<file path="config.mk">
export PLATFORM = sky130hd
export DESIGN_NAME = cccs_top
export DESIGN_NICKNAME = d
export VERILOG_FILES = /design/src/logic/cccs_pkg.sv /design/src/logic/cccs_text_store.sv /design/src/logic/cccs_point_seq.sv /design/src/logic/cccs_top.sv
export SDC_FILE = /design/constraint.sdc
export NUM_CORES = 1
export LEC_CHECK = 0
export BUFFER_PORTS_ARGS = -buffer_cell sky130_fd_sc_hd__buf_2
export CAP_MARGIN = 20
export CORE_MARGIN = 4
export CORE_UTILIZATION = 60
export DETAILED_ROUTE_END_ITERATION = 12
export GPL_TIMING_DRIVEN = 0
export PLACE_DENSITY = 0.87
export SLEW_MARGIN = 20
export SYNTH_ARGS = -nofsm -noshare
export SYNTH_HDL_FRONTEND = slang
export SYNTH_HIERARCHICAL = 1
export SYNTH_SLANG_ARGS = --single-unit
</file>
<file path="constraint.sdc">
create_clock -name CLK_I -period 7 [get_ports CLK_I]
set_input_delay 1.05 -clock CLK_I [delete_from_list [all_inputs] [get_ports CLK_I]]
set_output_delay 1.05 -clock CLK_I [all_outputs]
set_load 0.01 [all_outputs]
</file>
<file path="src/logic/cccs_pkg.sv">
// constants for the calibration command sequencer
package cccs_pkg;
  // register bus geometry
  localparam int ADDR_W = 8;
  localparam int DATA_W = 32;
  // register byte offsets
  localparam logic [7:0] OFF_CMD      = 8'h00;
  localparam logic [7:0] OFF_DATA     = 8'h04;
  localparam logic [7:0] OFF_CODE_CHR = 8'h08;
  localparam logic [7:0] OFF_MSG_CHR  = 8'h0C;
  localparam logic [7:0] OFF_MSG_LEN  = 8'h10;
  localparam logic [7:0] OFF_MSG_IDX  = 8'h14;
  localparam logic [7:0] OFF_STATUS   = 8'h18;
  localparam logic [7:0] OFF_COUNT    = 8'h1C;
  // command word fields
  localparam int CMD_OP_LSB  = 0;
  localparam int CMD_OP_W    = 4;
  localparam int CMD_ARG_LSB = 4;
  localparam int CMD_ARG_W   = 2;
  localparam int CMD_OUT_BIT = 8;
  // command opcodes
  localparam logic [3:0] OP_VPOINT = 4'h1; // voltage_point_select
  localparam logic [3:0] OP_VDATA  = 4'h2;
  localparam logic [3:0] OP_CPOINT = 4'h3; // current_point_select
  localparam logic [3:0] OP_CDATA  = 4'h4;
  localparam logic [3:0] OP_GUARD  = 4'h5; // guard_calibrate_cmd
  localparam logic [3:0] OP_LOCK   = 4'h6; // calib_lock_state_cmd
  localparam logic [3:0] OP_PASS   = 4'h7; // calib_passcode_cmd
  localparam logic [3:0] OP_MSGCLR = 4'h8; // calib_message_cmd start
  // status bit positions
  localparam int ST_SECURED = 0;
  localparam int ST_BUSY    = 1;
  localparam int ST_ERR     = 2;
  localparam int ST_VIDX    = 4;
  localparam int ST_CIDX    = 6;
  localparam int ST_OUT     = 8;
  // constant kinds driven to storage
  localparam logic [1:0] KIND_VOLT  = 2'h0;
  localparam logic [1:0] KIND_CURR  = 2'h1;
  localparam logic [1:0] KIND_GUARD = 2'h2;
  // text limits and reset values
  localparam int CODE_MAX = 11;
  localparam int MSG_MAX  = 40;
  localparam logic RST_SECURED = 1'b1;
  // guard calibration duration
  localparam longint CLK_HZ      = 125_000_000;
  localparam longint GUARD_CAL_S = 10;
  localparam longint GUARD_CAL_CYC = GUARD_CAL_S * CLK_HZ;
endpackage

</file>
<file path="src/logic/cccs_text_store.sv">
// append-only character store with length and overflow flag
`timescale 1ns/1ps
`default_nettype none
module cccs_text_store #(
  parameter int DEPTH = 11
) (
  // clock and reset
  input  wire logic                         clk_i,
  input  wire logic                         rst_i,
  // control
  input  wire logic                         clr_i,
  input  wire logic                         push_i,
  input  wire logic [7:0]                   char_i,
  // contents
  output logic      [$clog2(DEPTH+1)-1:0]   len_o,
  output logic                              ovf_o,
  output logic      [DEPTH*8-1:0]           flat_o
);
  localparam int LW = $clog2(DEPTH + 1);
  logic [7:0]    mem_reg [DEPTH];
  logic [LW-1:0] len_reg;
  logic          ovf_reg;
  logic [LW-1:0] wr_pos;
  logic          full;

  if (DEPTH < 1) begin : g_bad
    $error("cccs_text_store: DEPTH must be at least 1");
  end

  // a clear and a push together leave one character
  assign wr_pos = clr_i ? '0 : len_reg;
  assign full   = (wr_pos == LW'(DEPTH));

  // length, overflow and character array
  always_ff @(posedge clk_i) begin
    if (rst_i) begin
      len_reg <= '0;
      ovf_reg <= 1'b0;
      for (int i = 0; i < DEPTH; i++) mem_reg[i] <= 8'h00;
    end else begin
      if (clr_i) begin
        len_reg <= '0;
        ovf_reg <= 1'b0;
      end
      if (push_i && full) begin
        ovf_reg <= 1'b1; // extra characters are dropped
      end else if (push_i) begin
        mem_reg[wr_pos] <= char_i;
        len_reg         <= wr_pos + 1'b1;
      end
    end
  end

  // flatten the array, first character in the low byte
  always_comb begin
    flat_o = '0;
    for (int i = 0; i < DEPTH; i++) flat_o[i*8 +: 8] = mem_reg[i];
  end

  assign len_o = len_reg;
  assign ovf_o = ovf_reg;
endmodule
`default_nettype wire

</file>
<file path="src/logic/cccs_point_seq.sv">
// three-point low/middle/high selection and entry sequencer
`timescale 1ns/1ps
`default_nettype none
module cccs_point_seq #(
  parameter int VAL_W = 16
) (
  // clock and reset
  input  wire logic             clk_i,
  input  wire logic             rst_i,
  // requests
  input  wire logic             clr_i,
  input  wire logic             sel_i,
  input  wire logic [1:0]       level_i,
  input  wire logic             enter_i,
  input  wire logic [VAL_W-1:0] value_i,
  // state
  output logic                  sel_ok_o,
  output logic                  enter_ok_o,
  output logic      [1:0]       idx_o,
  output logic                  done_o,
  output logic      [VAL_W-1:0] low_o,
  output logic      [VAL_W-1:0] high_o
);
  logic [1:0]       idx_reg;
  logic             armed_reg;
  logic             done_reg;
  logic [VAL_W-1:0] val_reg [3];

  if (VAL_W < 2) begin : g_bad
    $error("cccs_point_seq: VAL_W too small");
  end

  // only the next point in order may be selected, then entered
  assign sel_ok_o   = (level_i == idx_reg);
  assign enter_ok_o = armed_reg;

  // point index, armed flag and stored readings
  always_ff @(posedge clk_i) begin
    if (rst_i || clr_i) begin
      idx_reg   <= 2'h0;
      armed_reg <= 1'b0;
      done_reg  <= 1'b0;
    end else begin
      done_reg <= 1'b0;
      if (sel_i && sel_ok_o) armed_reg <= 1'b1;
      if (enter_i && armed_reg) begin
        val_reg[idx_reg] <= value_i;
        armed_reg        <= 1'b0;
        idx_reg          <= (idx_reg == 2'h2) ? 2'h0 : idx_reg + 2'h1;
        done_reg         <= (idx_reg == 2'h2);
      end
    end
  end

  assign idx_o  = idx_reg;
  assign done_o = done_reg;
  assign low_o  = val_reg[0];
  assign high_o = val_reg[2];
endmodule
`default_nettype wire

</file>
<file path="src/logic/cccs_top.sv">
// calibration command sequencer with register port
`timescale 1ns/1ps
`default_nettype none
// Operation
// - count grows by one per accepted point entry
// - count query returns factory-preset running count
// - point commands need unsecured and output on
// - three current readings yield stored current constants
// - three voltage readings yield stored voltage constants
// - point select drives output, pairs next entry
// - new passcode only while unsecured, eleven characters
// - lock command secures or unsecures with passcode
// - lock query reads 0 unsecured, 1 secured
// - message holds up to forty characters, readable
// - guard calibration unsecured, output on, ten seconds
module cccs_top
  import cccs_pkg::*;
#(
  parameter longint      GUARD_CYC     = GUARD_CAL_CYC,
  parameter logic [31:0] FACTORY_COUNT = 32'h0000_0000
) (
  // clock and reset
  input  wire logic                      CLK_I,
  input  wire logic                      SYS_RST_I,
  // register port
  input  wire logic [cccs_pkg::ADDR_W-1:0] ADDR_I,
  input  wire logic [cccs_pkg::DATA_W-1:0] WR_DATA_I,
  input  wire logic                      WR_I,
  input  wire logic                      RD_I,
  output logic      [cccs_pkg::DATA_W-1:0] RD_DATA_O,
  // output state pins
  input  wire logic [1:0]                OUT_ON_I,
  // calibration point drive
  output logic                           CAL_DRIVE_O,
  output logic                           CAL_QTY_O,
  output logic      [1:0]                CAL_LEVEL_O,
  output logic                           CAL_OUT_O,
  output logic                           GUARD_BUSY_O,
  // constant storage write
  output logic                           CONST_WE_O,
  output logic      [1:0]                CONST_KIND_O,
  output logic                           CONST_OUT_O,
  output logic      [31:0]               CONST_DATA_O
);
  import cccs_pkg::*;
  typedef enum logic {CCCS_IDLE, CCCS_GUARD} cccs_state_t;
  localparam int CLW = $clog2(CODE_MAX + 1);
  localparam int MLW = $clog2(MSG_MAX + 1);

  if (GUARD_CYC < 1 || GUARD_CYC > 64'h7FFF_FFFF) begin : g_bad
    $error("cccs_top: GUARD_CYC out of range");
  end

  // passcodes match when lengths and used characters agree
  function automatic logic code_match(input logic [CODE_MAX*8-1:0] a,
      input logic [CLW-1:0] al, input logic [CODE_MAX*8-1:0] b,
      input logic [CLW-1:0] bl);
    logic eq;
    eq = (al == bl);
    for (int i = 0; i < CODE_MAX; i++) begin
      if (CLW'(i) < al && a[i*8 +: 8] != b[i*8 +: 8]) eq = 1'b0;
    end
    return eq;
  endfunction

  cccs_state_t        state_reg, state_next;
  logic [1:0]         on_meta_reg, on_reg;
  logic               secured_reg, err_reg, cur_out_reg;
  logic [31:0]        count_reg, data_reg, gcnt_reg;
  logic [CODE_MAX*8-1:0] code_reg;
  logic [CLW-1:0]     code_len_reg;
  logic [MLW-1:0]     msg_idx_reg;
  logic [DATA_W-1:0]  rd_next;
  logic [CODE_MAX*8-1:0] ent_flat;
  logic [CLW-1:0]     ent_len;
  logic               ent_ovf;
  logic [MSG_MAX*8-1:0] msg_flat;
  logic [MLW-1:0]     msg_len;
  logic               v_sel_ok, v_ent_ok, c_sel_ok, c_ent_ok;
  logic               v_done, c_done;
  logic [1:0]         v_idx, c_idx;
  logic [15:0]        v_low, v_high, c_low, c_high;

  // bus decode
  wire wr_cmd  = WR_I && ADDR_I == OFF_CMD;
  wire wr_data = WR_I && ADDR_I == OFF_DATA;
  wire wr_code = WR_I && ADDR_I == OFF_CODE_CHR;
  wire wr_msg  = WR_I && ADDR_I == OFF_MSG_CHR;
  wire wr_midx = WR_I && ADDR_I == OFF_MSG_IDX;
  wire wr_stat = WR_I && ADDR_I == OFF_STATUS;
  wire rd_msg  = RD_I && ADDR_I == OFF_MSG_CHR;
  wire [3:0] op  = WR_DATA_I[CMD_OP_LSB +: CMD_OP_W];
  wire [1:0] arg = WR_DATA_I[CMD_ARG_LSB +: CMD_ARG_W];
  wire out_sel   = WR_DATA_I[CMD_OUT_BIT];

  // command preconditions
  wire busy     = (state_reg == CCCS_GUARD);
  wire seq_open = (v_idx != 2'h0) || (c_idx != 2'h0) || v_ent_ok || c_ent_ok;
  wire out_ok   = !seq_open || out_sel == cur_out_reg;
  wire may_cal  = !secured_reg && on_reg[out_sel] && !busy && out_ok;
  wire code_ok  = code_match(ent_flat, ent_len, code_reg, code_len_reg);
  wire cmd_ok   = (op == OP_VPOINT) ? may_cal && v_sel_ok :
                  (op == OP_VDATA)  ? may_cal && v_ent_ok :
                  (op == OP_CPOINT) ? may_cal && c_sel_ok :
                  (op == OP_CDATA)  ? may_cal && c_ent_ok :
                  (op == OP_GUARD)  ? may_cal && !seq_open :
                  (op == OP_LOCK)   ? !busy && code_ok && !ent_ovf :
                  (op == OP_PASS)   ? !busy && !secured_reg && !ent_ovf :
                  (op == OP_MSGCLR);
  wire acc      = wr_cmd && cmd_ok;
  wire cmd_bad  = wr_cmd && !cmd_ok;
  wire acc_v_sel = acc && op == OP_VPOINT;
  wire acc_c_sel = acc && op == OP_CPOINT;
  wire acc_enter = acc && (op == OP_VDATA || op == OP_CDATA);
  wire acc_point = acc_v_sel || acc_c_sel || acc_enter;
  wire guard_go  = acc && op == OP_GUARD;
  wire guard_end = busy && gcnt_reg == 32'(GUARD_CYC - 1);
  // sequences restart when locked or their output switches off
  wire seq_clr   = secured_reg || (!on_reg[cur_out_reg] && !acc_point);
  // entered code is consumed by accepted lock and passcode commands
  wire ent_clr   = acc && (op == OP_LOCK || op == OP_PASS);

  cccs_point_seq #(.VAL_W(16)) u_vseq (
    .clk_i      (CLK_I),
    .rst_i      (SYS_RST_I),
    .clr_i      (seq_clr),
    .sel_i      (acc_v_sel),
    .level_i    (arg),
    .enter_i    (acc && op == OP_VDATA),
    .value_i    (data_reg[15:0]),
    .sel_ok_o   (v_sel_ok),
    .enter_ok_o (v_ent_ok),
    .idx_o      (v_idx),
    .done_o     (v_done),
    .low_o      (v_low),
    .high_o     (v_high)
  );

  cccs_point_seq #(.VAL_W(16)) u_cseq (
    .clk_i      (CLK_I),
    .rst_i      (SYS_RST_I),
    .clr_i      (seq_clr),
    .sel_i      (acc_c_sel),
    .level_i    (arg),
    .enter_i    (acc && op == OP_CDATA),
    .value_i    (data_reg[15:0]),
    .sel_ok_o   (c_sel_ok),
    .enter_ok_o (c_ent_ok),
    .idx_o      (c_idx),
    .done_o     (c_done),
    .low_o      (c_low),
    .high_o     (c_high)
  );

  cccs_text_store #(.DEPTH(CODE_MAX)) u_code_in (
    .clk_i  (CLK_I),
    .rst_i  (SYS_RST_I),
    .clr_i  (ent_clr),
    .push_i (wr_code),
    .char_i (WR_DATA_I[7:0]),
    .len_o  (ent_len),
    .ovf_o  (ent_ovf),
    .flat_o (ent_flat)
  );

  cccs_text_store #(.DEPTH(MSG_MAX)) u_msg (
    .clk_i  (CLK_I),
    .rst_i  (SYS_RST_I),
    .clr_i  (acc && op == OP_MSGCLR),
    .push_i (wr_msg),
    .char_i (WR_DATA_I[7:0]),
    .len_o  (msg_len),
    .ovf_o  (),
    .flat_o (msg_flat)
  );

  // read data selection
  always_comb begin
    rd_next = '0;
    case (ADDR_I)
      OFF_DATA:    rd_next = data_reg;
      OFF_MSG_CHR: rd_next = (msg_idx_reg < msg_len) ?
                             32'(msg_flat[msg_idx_reg*8 +: 8]) : 32'h0;
      OFF_MSG_LEN: rd_next = 32'(msg_len);
      OFF_MSG_IDX: rd_next = 32'(msg_idx_reg);
      OFF_STATUS:  rd_next = {23'h0, cur_out_reg, c_idx, v_idx, 1'b0,
                              err_reg, busy, secured_reg};
      OFF_COUNT:   rd_next = count_reg;
      default:     rd_next = '0;
    endcase
  end

  // guard calibration state machine
  always_comb begin
    case (state_reg)
      CCCS_IDLE:  state_next = guard_go ? CCCS_GUARD : CCCS_IDLE;
      CCCS_GUARD: state_next = guard_end ? CCCS_IDLE : CCCS_GUARD;
      default:    state_next = CCCS_IDLE;
    endcase
  end

  // pin synchroniser for the output-on levels
  always_ff @(posedge CLK_I) begin
    if (SYS_RST_I) begin
      on_meta_reg <= 2'h0;
      on_reg      <= 2'h0;
    end else begin
      on_meta_reg <= OUT_ON_I;
      on_reg      <= on_meta_reg;
    end
  end

  // lock state, error flag and stored passcode
  always_ff @(posedge CLK_I) begin
    if (SYS_RST_I) begin
      secured_reg  <= RST_SECURED;
      err_reg      <= 1'b0;
      code_reg     <= '0;
      code_len_reg <= '0;
    end else begin
      if (acc && op == OP_LOCK) secured_reg <= arg[0];
      if (acc && op == OP_PASS) begin
        code_reg     <= ent_flat;
        code_len_reg <= ent_len;
      end
      if (cmd_bad) err_reg <= 1'b1;
      else if (wr_stat && WR_DATA_I[ST_ERR]) err_reg <= 1'b0;
    end
  end

  // count, data word, message pointer and guard timer
  always_ff @(posedge CLK_I) begin
    if (SYS_RST_I) begin
      state_reg   <= CCCS_IDLE;
      count_reg   <= FACTORY_COUNT;
      data_reg    <= 32'h0;
      msg_idx_reg <= '0;
      gcnt_reg    <= 32'h0;
      cur_out_reg <= 1'b0;
    end else begin
      state_reg <= state_next;
      if (acc_enter) count_reg <= count_reg + 32'h1;
      if (wr_data) data_reg <= WR_DATA_I;
      if (wr_midx) msg_idx_reg <= WR_DATA_I[MLW-1:0];
      else if (rd_msg && msg_idx_reg < msg_len) msg_idx_reg <= msg_idx_reg + 1'b1;
      gcnt_reg <= busy ? gcnt_reg + 32'h1 : 32'h0;
      if (acc_point || guard_go) cur_out_reg <= out_sel;
    end
  end

  // point drive and constant write outputs
  always_ff @(posedge CLK_I) begin
    if (SYS_RST_I) begin
      RD_DATA_O    <= '0;
      CAL_DRIVE_O  <= 1'b0;
      CAL_QTY_O    <= 1'b0;
      CAL_LEVEL_O  <= 2'h0;
      CAL_OUT_O    <= 1'b0;
      GUARD_BUSY_O <= 1'b0;
      CONST_WE_O   <= 1'b0;
      CONST_KIND_O <= KIND_VOLT;
      CONST_OUT_O  <= 1'b0;
      CONST_DATA_O <= 32'h0;
    end else begin
      RD_DATA_O    <= RD_I ? rd_next : '0;
      GUARD_BUSY_O <= (state_next == CCCS_GUARD);
      CONST_WE_O   <= v_done || c_done || guard_end;
      CONST_OUT_O  <= cur_out_reg;
      if (seq_clr) CAL_DRIVE_O <= 1'b0;
      else if (acc_v_sel || acc_c_sel) begin
        CAL_DRIVE_O <= 1'b1;
        CAL_QTY_O   <= acc_c_sel;
        CAL_LEVEL_O <= arg;
        CAL_OUT_O   <= out_sel;
      end
      if (v_done) begin
        CONST_KIND_O <= KIND_VOLT;
        CONST_DATA_O <= {v_high - v_low, v_low};
      end else if (c_done) begin
        CONST_KIND_O <= KIND_CURR;
        CONST_DATA_O <= {c_high - c_low, c_low};
      end else if (guard_end) begin
        CONST_KIND_O <= KIND_GUARD;
        CONST_DATA_O <= {16'h0, v_high};
      end
    end
  end
endmodule
`default_nettype wire

</file>
### Word-level counts from Yosys, hierarchy flattened

Memories as Yosys holds them, arrays and structs flattened.
Cells that the tools add are included.

* bits in registers: 294
* memory bits (writable): 504
* input port bits: 46
* output and inout port bits: 74
* logic and storage cells: 259
* memories: 4

Memory list
* u_msg.mem_reg: depth 40, width 8, rd ports 40, clocked after memory_dff 0, wr ports 40, line cccs_text_store.sv:20 `logic [7:0] mem_reg [DEPTH];`
* u_code_in.mem_reg: depth 11, width 8, rd ports 11, clocked after memory_dff 0, wr ports 11, line cccs_text_store.sv:20
* u_cseq.val_reg: depth 3, width 16, rd ports 2, clocked after memory_dff 0, wr ports 1, line cccs_point_seq.sv:27 `logic [VAL_W-1:0] val_reg [3];`
* u_vseq.val_reg: depth 3, width 16, rd ports 2, clocked after memory_dff 0, wr ports 1, line cccs_point_seq.sv:27

* add/subtract/negate cells: 9
* magnitude comparators: 14
* equality and inequality tests: 35
* shift operators: 1
* muxes and demuxes: 68
* bitwise logic cells: 5
* reduce and logical (&&, ||, !) cells: 92

Operators by type and width (number)
* variable part select 320 x 10 -> 8 bit: 1
* one-hot mux 32 bit (6 select lines): 1
* 2-to-1 mux 32 bit: 3
* != test 8 bit: 11
* adder 32 x 1 -> 32 bit, second input constant: 2
* logical AND 1 bit: 52
* 2-to-1 mux 1 bit: 48
* 2-to-1 mux 6 bit: 6
* equality test 32 x 31 -> 1 bit, second input constant: 1
* equality test 8 x 5 -> 1 bit, second input constant: 4
* subtractor 16 bit: 2
* 2-to-1 mux 8 bit: 3
* equality test 4 x 3 -> 1 bit, second input constant: 4
* equality test 8 x 4 -> 1 bit, second input constant: 2
* < comparator 3 x 4 -> 1 bit, first input constant: 4
* 2-to-1 mux 4 bit: 4
* OR reduction 2 bit: 8
* OR reduction 8 bit: 2
* logical OR 1 bit: 13
* adder 6 x 1 -> 6 bit, second input constant: 2
* < comparator 4 bit, first input constant: 3
* nonzero test 2 bit: 6
* equality test 4 x 2 -> 1 bit, second input constant: 2
* equality test 4 bit, second input constant: 2
* 21 further kinds: 38

### Longest topological paths before layout

* word-level depth: 31
* depth in mapped cells: 20
* gate-level depth less buffers: 15

### Modules after synthesis

Netlist, hierarchy kept.

By module, submodules not included
* cccs_top: times used 1, cells an instance 1790, area an instance 16529.6 µm², sequential area each 5505.3 µm²
* cccs_text_store (u_msg): times used 1, cells an instance 838, area an instance 12057.8 µm², sequential area each 9749.4 µm²
* cccs_text_store (u_code_in): times used 1, cells an instance 290, area an instance 3887.5 µm², sequential area each 2662.6 µm²
* cccs_point_seq: times used 2, cells an instance 55, area an instance 1163.6 µm², sequential area each 1041.0 µm²

### Worst setup path after synthesis

Ideal clock, no wire load.

* path type: input-to-reg
* from: in WR_DATA_I[3] in the netlist's numbering
* to: mem u_vseq.val_reg[2][0] (enable)
* setup time: 436 ps
* arrival: 5106 ps
* required time: 6564 ps
* path slack: 1458 ps
* cell stages on the path: 13
* path buffers: 3
* cells stage by stage: nand2b_1 > or3_1 > nand4b_1 > nor3_2 > nand4bb_1 > or4_1 > clkbuf_1 > a21oi_1 > buf_2 > a21oi_1 > or2_1 > clkbuf_2 > nor4b_1

* longest elaborated chain between the ends: 18
* elaborated cells on any way between the ends: 31
* those cells by class: 8 x eq/ne; 10 x mux; 13 x reduce/logical

Ends and longest elaborated chain
* start: declaration: line cccs_top.sv:27 `input wire logic [cccs_pkg::DATA_W-1:0] WR_DATA_I,`
* equality test 4 bit or equality test 4 x 3 -> 1 bit (tied branches): line cccs_top.sv:109, cccs_top.sv:108
* 2-to-1 mux 1 bit: line cccs_top.sv:108 `(op == OP_PASS) ? !busy && !secured_reg && !ent_ovf :`
* 2-to-1 mux 1 bit: line cccs_top.sv:107 `(op == OP_LOCK) ? !busy && code_ok && !ent_ovf :`
* 2-to-1 mux 1 bit: line cccs_top.sv:106 `(op == OP_GUARD) ? may_cal && !seq_open :`
* 2-to-1 mux 1 bit: line cccs_top.sv:105 `(op == OP_CDATA) ? may_cal && c_ent_ok :`
* 2-to-1 mux 1 bit: line cccs_top.sv:104 `(op == OP_CPOINT) ? may_cal && c_sel_ok :`
* 2-to-1 mux 1 bit: line cccs_top.sv:103 `(op == OP_VDATA) ? may_cal && v_ent_ok :`
* 2-to-1 mux 1 bit: line cccs_top.sv:102 `wire cmd_ok = (op == OP_VPOINT) ? may_cal && v_sel_ok :`
* (+3 left out)
* logical OR 1 bit (*): line cccs_top.sv:115 `wire acc_point = acc_v_sel || acc_c_sel || acc_enter;`
* zero test 1 bit (*): line cccs_top.sv:119 `wire seq_clr = secured_reg || (!on_reg[cur_out_reg] && !acc_point);`
* logical AND 1 bit (*): line cccs_top.sv:119
* logical OR 1 bit (*): line cccs_top.sv:119
* via seq_clr: line cccs_top.sv:119
* logical OR 1 bit (*): line cccs_point_seq.sv:39 `if (rst_i || clr_i) begin`
* 2-to-1 mux 1 bit (*): line cccs_point_seq.sv:39
* 2-to-1 mux 1 bit (not written as such) (*): line cccs_point_seq.sv:47 `val_reg[idx_reg] <= value_i;`
* end: declaration: line cccs_point_seq.sv:27

Mark *: on every way through the listed nets, which the timed path passes. The rest lies on a longest branch.

==> results.sh <==
export IMPL_run_status="finished clean"
export IMPL_ys_warn_count=6
export IMPL_cts_max_level=3
export IMPL_detailedRoute_firstPassIterationCount=6
export IMPL_routed_wire_length_per_instance_um=23.83
export IMPL_postCtsSetupBuffers=0
export IMPL_design_die_area_sq_um=61860
export IMPL_ir_worst_vdd_mv=0.2602
export IMPL_start_kind="primary input"
export IMPL_critical_path_max_stage_delay_ps=860
export IMPL_setup_repair_after_global_routing_missed_its_margin="false"
export IMPL_route_detailed_vias_per_inst=6.401
export IMPL_synthesis_nets=3112
export IMPL_wl_um=96620
export IMPL_clockBufferDepth=3
export IMPL_setup_worst_path_class="in2reg"
export IMPL_dpl_cell_count=3909
export IMPL_num_cts_buffers=77
export IMPL_maximum_fanout_along_the_worst_path=15
export IMPL_cpMostUsedCell="sky130_fd_sc_hd__buf_2"
export IMPL_clock_network_latency_to_the_later_pin_of_the_worst_skew_pair_ps=650
export IMPL_timing_hold_worst_endpoint="on_reg[0]"
export IMPL_finalNetCount=3321
export IMPL_syn_cell_area_sq_um=34770
export IMPL_period_utilisation_layout_pct=95.60
export IMPL_antenna_left=0
export IMPL_post_route_min_period_ps=6692
export IMPL_floorplan_core_area_sq_um=56930
export IMPL_place_congestion=0.9767
export IMPL_min_delay_path_class="reg2reg"
export IMPL_die_span_in_x_um=248.7
export IMPL_drt_iter0_markers=3585
export IMPL_fmax_ghz=0.1494
export IMPL_cts_sinks=766
export IMPL_layout_cells_non_filler=4055
export IMPL_clkSlewWorstSetupHoldPaths_ps=60
export IMPL_setup_reg_to_reg_worst_slack_ps=560
export IMPL_rr_worst_depth=19
export IMPL_antenna_found_initial=5
export IMPL_root_buffer="sky130_fd_sc_hd__clkbuf_16"
export IMPL_clock_skew_final_ps=41.76
export IMPL_drc=0
export IMPL_avgSynthCellArea_sq_um=11.49
export IMPL_max_cap_violations=0
export IMPL_drive_above_1_share_pct=14.59
export IMPL_crit_path_cell_trace="buf_2, nand2b_1, or3_1, nand4b_1, nor3_2, nand4bb_1, or4_1, clkbuf_1, a21oi_1, buf_2, and4b_1, buf_2, nand2b_1, inv_1, ha_1, nand4bb_1, buf_2, nand3_2, buf_6, o31ai_1"
export IMPL_place_port_buffers=119
export IMPL_r2r_start="u_code_in/mem_reg[0][0]"
export IMPL_timing_final_max_slew_violations=0
export IMPL_top_level_ports=120
export IMPL_cts_hold_repair_buffers=0
export IMPL_cts_repair_resized=0
export IMPL_crit_arrival_ps=6930
export IMPL_crit_family="simple AND/OR/NAND/NOR gates"
export IMPL_initial_utilization_pct=61.07
export IMPL_critPathBufInv=7
export IMPL_cp_slowest_cell="sky130_fd_sc_hd__o31ai_1"
export IMPL_clock_tree_from_tritoncts="done"
export IMPL_critical_path_reg2reg_endpoint="u_code_in/mem_reg[0][7]"
export IMPL_timing_hold_worst_start="on_meta_reg[0]"
export IMPL_grt_ovfl_total=0
export IMPL_tightest_slew_ps=1049
export IMPL_pin_count_of_the_biggest_net_entering_global_routing=17
export IMPL_global_route_usage_total_pct=30.13
export IMPL_power_per_cell_area_nw_per_um2=238.4
export IMPL_timing_hold_violations_final=0
export IMPL_fp_dieH_um=248.7
export IMPL_min_path_cells=1
export IMPL_largest_reg_flops=320
export IMPL_p_leak_uw=0.01342
export IMPL_area_growth_pct=11.89
export IMPL_first_global_vias=25346
export IMPL_total_power_uw=9272
export IMPL_end_kind="flop"
export IMPL_netlist_instances=3025
export IMPL_finalSetupViolCount=0
export IMPL_relSlewSlack_pct=29.63
export IMPL_place_detailed_hpwl_um=65160
export IMPL_grt_pass1_wl_um=146400
export IMPL_required_ps=7230
export IMPL_num_vias=25957
export IMPL_rows=87
==> how the worst max path moves through the flow <==
stage	cells past startpoint	startpoint	slack [ps]	end
6_report	20	WR_DATA_I[2]	310	u_code_in/mem_reg[0][7]
5_1_grt	20	WR_DATA_I[2]	40	u_code_in/mem_reg[0][1]
4_1_cts	19	WR_DATA_I[2]	360	u_code_in/mem_reg[8][0]
3_5_place_dp	19	WR_DATA_I[2]	-230	u_code_in/mem_reg[8][0]
3_3_place_gp	14	WR_DATA_I[2]	-910	u_vseq/val_reg[2][14]
2_1_floorplan	13	WR_DATA_I[3]	1460	u_vseq/val_reg[2][0]
==> cells in the final DEF, fill, tap and decap left out, types with 37 or more instances in the layout <==
master                        n
sky130_fd_sc_hd__a21oi_1    100
sky130_fd_sc_hd__nor2_1     607
sky130_fd_sc_hd__nand3_1     54
sky130_fd_sc_hd__mux2i_1    141
sky130_fd_sc_hd__xor2_1      61
sky130_fd_sc_hd__dfxtp_1    302
sky130_fd_sc_hd__inv_1       76
sky130_fd_sc_hd__edfxtp_1   464
sky130_fd_sc_hd__clkbuf_1   131
sky130_fd_sc_hd__nor3_1      58
sky130_fd_sc_hd__mux4_2      96
sky130_fd_sc_hd__clkbuf_16   81
sky130_fd_sc_hd__a21o_1      41
sky130_fd_sc_hd__buf_2      174
sky130_fd_sc_hd__nand2_1    178
sky130_fd_sc_hd__nand4_1     38
sky130_fd_sc_hd__and3_1      37
sky130_fd_sc_hd__ha_1        39
sky130_fd_sc_hd__xnor2_1    100
==> worst reg2reg max path: cells and delay by family, from the launching register on <==
| family | cells | cell delay, ps |
|---|---|---|
| AOI/OAI and AO/OA | 3 | 1350 |
| xor gates and xnor gates | 1 | 200 |
| adders and majority gates | 1 | 320 |
| buffers and inverters | 6 | 1370 |
| DFF | 1 | 450 |
| and+or+nand+nor | 8 | 2400 |
==> area by class of cell <==
type | count | area, sq um
inverters | 78 | 292.8
fillers | 3791 | 18030
diodes | 3 | 7.507
multi-input cells | 1986 | 13620
clock buffers | 106 | 2192
plain buffers | 195 | 912.1
well taps | 756 | 945.9
clock inverters | 35 | 292.8
flip-flops and latches | 766 | 19980
repair buffers | 130 | 659.4
==> per-stage QoR <==
step / utilization, % / setup WS (ps) / setup TNS (ps) / hold slack [ps] / area, sq um
floorplan: - / 1458 / 0 / 413.8 / 34770
detailed placement: 63.92 / -233.6 / -4788 / 432.4 / 36390
global placement: 63.78 / -909.2 / -50440 / 421.8 / 36310
CTS: 68.28 / 355.9 / 0 / 442.9 / 38870
finish: 68.33 / 308.3 / 0 / 444.4 / 38900
global route: 68.32 / 37.89 / 0 / 465.7 / 38900
==> metal layers <==
metal  share of wire [%]  global-route usage (%)
met1                  35                   37.05
met2                  48                   49.82
met3                  12                   7.549
met4                 6.3                   15.31
met5               0.020                       0
==> power by group <==
group | internal [uW] | total (uW) | switching, uW
clock | 2320 | 4080 | 1760
sequential | 4870 | 4910 | 42.1
combinational | 84.8 | 283 | 198
total | 7270 | 9270 | 2000
(Power assumes the default switching activity.)
